==> config.mk <==
export PLATFORM = sky130hd
export DESIGN_NAME = sfrd_array_read
export DESIGN_NICKNAME = d
export VERILOG_FILES = /design/src/rtl/sfrd_array_read.v
export VERILOG_INCLUDE_DIRS = /design/src /design/src/include
export SDC_FILE = /design/constraint.sdc
export NUM_CORES = 1
export LEC_CHECK = 0
export BUFFER_PORTS_ARGS = -buffer_cell sky130_fd_sc_hd__clkbuf_2
export CAP_MARGIN = 30
export CORE_MARGIN = 5
export CORE_UTILIZATION = 30
export CTS_CLUSTER_DIAMETER = 80
export CTS_CLUSTER_SIZE = 10
export DETAILED_ROUTE_END_ITERATION = 8
export GPL_TIMING_DRIVEN = 0
export PLACE_DENSITY = 0.5
export RECOVER_POWER = 50
export SETUP_SLACK_MARGIN = 0.1
export SYNTH_ARGS = -nofsm -noshare
export SYNTH_HDL_FRONTEND = slang
export SYNTH_SLANG_ARGS = --single-unit
export TNS_END_PERCENT = 50
==> constraint.sdc <==
create_clock -name clk_in -period 2.33 [get_ports clk_in]
set_input_delay 0.233 -clock clk_in [delete_from_list [all_inputs] [get_ports clk_in]]
set_output_delay 0.233 -clock clk_in [all_outputs]
set_load 0.1 [all_outputs]
==> src/include/sfrd_regs.vh <==
/*
  constants for the serial flash array read path: opcodes, phase lengths,
  array size. assumes inclusion by bare name from the rtl file.
*/
`ifndef SFRD_REGS_VH
`define SFRD_REGS_VH
`define SFRD_OP_READ       8'h03
`define SFRD_OP_FAST_READ  8'h0b
`define SFRD_OP_DUAL_READ  8'h3b
`define SFRD_OP_QUAD_READ  8'h6b
`define SFRD_OPCODE_BITS   6'd8
`define SFRD_ADDR_BITS     6'd24
`define SFRD_DUMMY_BITS    6'd8
`define SFRD_ADDR_TOP      21'h1fffff
`define SFRD_ADDR_W        21
`endif

==> src/rtl/sfrd_array_read.v <==
/*
  read path of a serial flash: single, dual and quad output array reads.
  assumes spi mode 0 (sample on rising sclk, change on falling), the link
  pins sampled by clk_in which must run well above twice the sclk rate,
  and array data served combinationally from an external store on
  mem_addr_out / mem_data_in in the clk_in domain.
*/
`timescale 1ns/1ns
`default_nettype none
`include "sfrd_regs.vh"

module sfrd_array_read (
  // clock and reset
  input  wire        clk_in,
  input  wire        rst_in,
  // link pins
  input  wire        sclk_in,
  input  wire        cs_n_in,
  input  wire        si_in,
  output reg         si_out,
  output reg         si_oe_out,
  output reg         so_out,
  output reg         so_oe_out,
  output reg         wp_n_out,
  output reg         wp_n_oe_out,
  output reg         hold_n_out,
  output reg         hold_n_oe_out,
  // configuration
  input  wire        quad_enable_bit_in,
  // array port
  output wire [20:0] mem_addr_out,
  input  wire [7:0]  mem_data_in,
  // status
  output wire        busy_out
);
  localparam [4:0] ST_OPC   = 5'b00001;
  localparam [4:0] ST_ADDR  = 5'b00010;
  localparam [4:0] ST_DUMMY = 5'b00100;
  localparam [4:0] ST_DATA  = 5'b01000;
  localparam [4:0] ST_IGN   = 5'b10000;
  localparam [1:0] MODE_1   = 2'd0;
  localparam [1:0] MODE_2   = 2'd1;
  localparam [1:0] MODE_4   = 2'd2;

  // two-stage synchronisers
  reg  [2:0]  sync1_q;
  reg  [2:0]  sync2_q;
  reg         sclk_prev_q;
  reg         qe_sync1_q;
  reg         qe_sync2_q;
  wire        sclk_s   = sync2_q[0];
  wire        cs_n_s   = sync2_q[1];
  wire        si_s     = sync2_q[2];
  wire        rise     = sclk_s & ~sclk_prev_q & ~cs_n_s;
  wire        fall     = ~sclk_s & sclk_prev_q & ~cs_n_s;

  reg  [4:0]  state_q;
  reg  [5:0]  bit_cnt_q;
  reg  [7:0]  shift_q;
  reg  [23:0] addr_sh_q;
  reg  [1:0]  mode_q;
  reg         has_dummy_q;
  reg  [`SFRD_ADDR_W-1:0] addr_q;
  reg  [7:0]  byte_q;
  reg  [2:0]  slot_q;
  reg         first_q;
  wire [7:0]  opc_next = {shift_q[6:0], si_s};
  wire [23:0] addr_next = {addr_sh_q[22:0], si_s};
  wire [2:0]  slot_last = (mode_q == MODE_1) ? 3'd7 :
                          (mode_q == MODE_2) ? 3'd3 : 3'd1;

  assign mem_addr_out = addr_q;
  assign busy_out     = ~cs_n_s;

  always @(posedge clk_in or posedge rst_in) begin
    if (rst_in) begin
      // idle pin levels, so no false sclk edge or select follows reset
      sync1_q     <= 3'h2;
      sync2_q     <= 3'h2;
      sclk_prev_q <= 1'b0;
      qe_sync1_q  <= 1'b0;
      qe_sync2_q  <= 1'b0;
    end else begin
      sync1_q     <= {si_in, cs_n_in, sclk_in};
      sync2_q     <= sync1_q;
      sclk_prev_q <= sclk_s;
      qe_sync1_q  <= quad_enable_bit_in;
      qe_sync2_q  <= qe_sync1_q;
    end
  end

  // command sequencer
  always @(posedge clk_in or posedge rst_in) begin
    if (rst_in) begin
      state_q     <= ST_OPC;
      bit_cnt_q   <= 6'h00;
      shift_q     <= 8'h00;
      addr_sh_q   <= 24'h000000;
      mode_q      <= MODE_1;
      has_dummy_q <= 1'b0;
      addr_q      <= {`SFRD_ADDR_W{1'b0}};
    end else if (cs_n_s) begin
      state_q   <= ST_OPC;
      bit_cnt_q <= 6'h00;
    end else if (rise) begin
      case (state_q)
        ST_OPC: begin
          shift_q   <= opc_next;
          bit_cnt_q <= bit_cnt_q + 6'd1;
          if (bit_cnt_q == `SFRD_OPCODE_BITS - 6'd1) begin
            bit_cnt_q <= 6'h00;
            state_q   <= ST_ADDR;
            if (opc_next == `SFRD_OP_READ) begin
              mode_q      <= MODE_1;
              has_dummy_q <= 1'b0;
            end else if (opc_next == `SFRD_OP_FAST_READ) begin
              mode_q      <= MODE_1;
              has_dummy_q <= 1'b1;
            end else if (opc_next == `SFRD_OP_DUAL_READ) begin
              mode_q      <= MODE_2;
              has_dummy_q <= 1'b1;
            end else if (opc_next == `SFRD_OP_QUAD_READ && qe_sync2_q) begin
              mode_q      <= MODE_4;
              has_dummy_q <= 1'b1;
            end else begin
              // unknown or refused opcode: stay silent
              state_q <= ST_IGN;
            end
          end
        end
        ST_ADDR: begin
          addr_sh_q <= addr_next;
          bit_cnt_q <= bit_cnt_q + 6'd1;
          if (bit_cnt_q == `SFRD_ADDR_BITS - 6'd1) begin
            bit_cnt_q <= 6'h00;
            addr_q    <= addr_next[`SFRD_ADDR_W-1:0];
            state_q   <= has_dummy_q ? ST_DUMMY : ST_DATA;
          end
        end
        ST_DUMMY: begin
          bit_cnt_q <= bit_cnt_q + 6'd1;
          if (bit_cnt_q == `SFRD_DUMMY_BITS - 6'd1) begin
            bit_cnt_q <= 6'h00;
            state_q   <= ST_DATA;
          end
        end
        ST_DATA: begin
          if (slot_q == slot_last) begin
            addr_q <= (addr_q == `SFRD_ADDR_TOP) ? {`SFRD_ADDR_W{1'b0}} :
                      addr_q + 21'd1;
          end
        end
        default: begin
          state_q <= state_q;
        end
      endcase
    end
  end

  // output shifter, updates on falling sclk
  always @(posedge clk_in or posedge rst_in) begin
    if (rst_in) begin
      byte_q        <= 8'h00;
      slot_q        <= 3'd0;
      first_q       <= 1'b1;
      si_out        <= 1'b0;
      so_out        <= 1'b0;
      wp_n_out      <= 1'b0;
      hold_n_out    <= 1'b0;
      si_oe_out     <= 1'b0;
      so_oe_out     <= 1'b0;
      wp_n_oe_out   <= 1'b0;
      hold_n_oe_out <= 1'b0;
    end else if (cs_n_s || state_q != ST_DATA) begin
      first_q       <= 1'b1;
      slot_q        <= 3'd0;
      si_oe_out     <= 1'b0;
      so_oe_out     <= 1'b0;
      wp_n_oe_out   <= 1'b0;
      hold_n_oe_out <= 1'b0;
    end else if (fall) begin
      // new byte on first slot, else shift on
      if (first_q || slot_q == slot_last) begin
        byte_q  <= mem_data_in;
        slot_q  <= first_q ? 3'd0 : 3'd0;
        first_q <= 1'b0;
      end else begin
        slot_q <= slot_q + 3'd1;
      end
      case (mode_q)
        MODE_2: begin
          si_oe_out <= 1'b1;
          so_oe_out <= 1'b1;
          if (first_q || slot_q == slot_last) begin
            so_out <= mem_data_in[7];
            si_out <= mem_data_in[6];
            byte_q <= {mem_data_in[5:0], 2'b00};
          end else begin
            so_out <= byte_q[7];
            si_out <= byte_q[6];
            byte_q <= {byte_q[5:0], 2'b00};
          end
        end
        MODE_4: begin
          si_oe_out     <= 1'b1;
          so_oe_out     <= 1'b1;
          wp_n_oe_out   <= 1'b1;
          hold_n_oe_out <= 1'b1;
          if (first_q || slot_q == slot_last) begin
            {hold_n_out, wp_n_out, so_out, si_out} <= mem_data_in[7:4];
            byte_q <= {mem_data_in[3:0], 4'h0};
          end else begin
            {hold_n_out, wp_n_out, so_out, si_out} <= byte_q[7:4];
            byte_q <= {byte_q[3:0], 4'h0};
          end
        end
        default: begin
          so_oe_out <= 1'b1;
          if (first_q || slot_q == slot_last) begin
            so_out <= mem_data_in[7];
            byte_q <= {mem_data_in[6:0], 1'b0};
          end else begin
            so_out <= byte_q[7];
            byte_q <= {byte_q[6:0], 1'b0};
          end
        end
      endcase
    end
  end
endmodule
`default_nettype wire
==> results.tsv <==
metric	value	unit
register area share after synthesis	47.9	%
Worst setup SP type	register	
ys async rst share	100	%
DRC violations left	0	
Clock Tree Root	clkbuf_16	
GRT Total Usage	13.5	%
GR Util met3	2.24	%
Slew Limit Headroom	22.1	%
Starting Density	30.7	%
num rows	45	
syn nets	461	
critical path type	register to register	
CP Data Arrival Time	2420	ps
Crit Path Max Fanout	10	
GRT overflow	0	
DR pass1 iterations	4	
CP max stage cell	dfrtp_1	
Initial DRC Count	217	
diode count	0	
H-tree levels	3	
Post-DP Area	5200	um^2
initial antenna violation count	0	
Max Root-Sink Buffers	2	
final slew viol count	0	
global-route wire length before repair	19600	um
most common cell after layout, fill and taps aside	dfrtp_1	
layout cell share with drive strength beyond 1	33.3	%
Seq cells post-synth	89	
Ys Warns	0	
Least-Margin Pin Slew	1170	ps
crit path capture type	register	
VDD IR-drop max	0.351	mV
crit-path cells	ha_1 > and4bb_2 > nand2_2 > o32a_4 > buf_6 > a221o_1	
HPWL after DPL	8400	um
Antenna Violating Nets Remaining	0	
Ports	44	
Fin. Hold Viols	0	
RSZ-0062 raised after global routing	true	
pre-CTS WS	-224	ps
Synth Cell Area	4660	um^2
Filler cells	1517	
Critical path origin	bit_cnt_q[0]	
DR vias	3771	
Final min period	2190	ps
Layout area overhead	21.3	%
CTS tree	yes	
worst hold path class	primary input to register	
met2 usage	20.3	%
clk slew on worst S/H paths	60	ps
Design Area, Final	5660	um^2
number of global-route vias before repair	3692	
period utilisation layout	94.0	%
Synth Area per Inst	10.6	um^2
Worst EP required	2560	ps
RePlAce Congestion	0.832	
vias per inst	5.38	
Core Area	15200	um^2
nets@finish	528	
setup ws final	140	ps
WP buf/inv	1	
insertion delay to the later sink of the worst-skew pair	350	ps
met1 Use GR	18.9	%
die area	18100	um^2
Crit path max-delay family	compound AO/OA/AOI/OAI gates	
Die X	135	um
final WL	11900	um
hold wc startpoint	mem_data_in[0]	
most frequent cells in the layout	64 x dfrtp_1, 41 x nand2_1, 38 x clkbuf_2, 32 x mux2_2, 22 x nand3_1	
# setup viols final	0	
Fin Clk Skew	9.78	ps
final cell count without fillers	701	
Final Total Pwr	3.63	mW
Chip Height	135	um
Netlist cell types	72	
number of synthesized flops with an enable pin	0	
f_max	0.457	GHz
GR peak layer	met2	
Post-Syn Instances	441	
routed len/inst	16.9	um
placed cell count	674	
PwrDens	642	nW/um^2
leak pwr	2.42	nW
FF-to-FF Start	bit_cnt_q[0]	
number of CTS-inserted buffers	9	
top_reg_cell synth	dfrtp_1	
largest net degree at the start of global routing	39	
port buffer count	43	
CTS sink cnt	89	
status	finished, final reports clean	
max incr delay on CP	420	ps
Finished Core Util	37.2	%
max cap viols	0	
-- cell usage after synthesis (6+ instances only) --
cell      count  area share [%]
a21oi_1      19             2.0
nor2_1       18             1.4
and3_1        9             1.2
dfrtp_1      85              46
o211ai_1     10             1.6
ha_1          6             1.6
a31oi_1       7            0.94
mux2_2       36             8.7
nand3_1      23             2.5
o21ai_0      16             1.7
nand4_1       9             1.2
inv_1        14             1.1
nand2b_1      6            0.81
mux2i_1       6             1.3
nor4_1        6            0.81
nor3_1        6            0.64
a22o_1        7             1.3
buf_2         9            0.97
nand2_1      41             3.3
clkbuf_1      8            0.64
-- repair_timing --
action	CTS	global route
buffers inserted	4	2
pin swaps	1	4
cloned	0	0
hold buffers	5	0
endpoints found under the hold margin	18	0
setup endpoints to repair	10	27
gates resized for setup	9	13
-- flip-flops by register name, indices dropped and copies added (netlist names), 2 cells and up --
signal / flops
byte_q: 7
state_q: 5
bit_cnt_q: 6
slot_q: 3
mode_q: 2
sync1_q: 3
mem_addr_out: 21
shift_q: 7
sync2_q: 3
addr_sh_q: 20
-- per-layer routing --
layer  up-vias  part of all wire [%]
met5         -                     0
met4         0                   2.1
met3        20                   3.2
met2        71                    45
met1      1882                    50
li1       1798                     -
-- report_power, final --
group / leakage, nW / internal [mW] / switching (mW)
registers: 1.13 / 1.62 / 0.0831
logic: 1.14 / 0.171 / 0.234
clock network: 0.149 / 0.921 / 0.600
-- worst min-delay path, delay by kind of cell --
| family | cells | cell delay, ps |
|---|---|---|
| compound gates | 1 | 70 |
| buf+inv | 1 | 90 |
| simple gates | 1 | 80 |
-- final cells by class --
class / instances / area [um^2] / area share [%]
Timing Repair Buffer: 56 / 310 / 5.49
Sequential cell: 89 / 2260 / 39.9
Clock buffer: 14 / 274 / 4.85
Multi-Input combinational cell: 313 / 2340 / 41.4
Clock inverter: 2 / 37.5 / 0.664
Tap cell: 188 / 235 / 4.16
Buffer: 24 / 141 / 2.50
Inverter: 15 / 57.6 / 1.02
-- worst paths after layout --
kind,slack (ps),to,cells past startpoint
setup / recovery,140,mem_addr_out[9],6
hold / removal,170,byte_q[2],3
setup reg to reg,140,mem_addr_out[9],6
hold reg to reg,350,sync2_q[0],0
max in group asynchronous,460,mem_addr_out[1],4
min in group asynchronous,480,addr_sh_q[13],3
-- cells by family after synthesis --
| logic type | count (synthesis) | share of synthesized area, % |
|---|---|---|
| compound gates | 109 | 17.4 |
| xor+xnor | 4 | 0.752 |
| fa+ha+maj | 6 | 1.61 |
| buf+inv | 39 | 3.97 |
| flops | 89 | 47.9 |
| mux | 42 | 9.98 |
| simple gates | 152 | 18.4 |
-- per-stage QoR --
stage / hold slack (ps) / TNS, ps
6_report: 171 / 0
5_1_grt: 189 / 0
4_1_cts: 157 / 0
3_5_place_dp: 245 / -614
3_3_place_gp: 325 / -579
2_1_floorplan: 237 / -1110
Power figures use the tool's default switching activity.
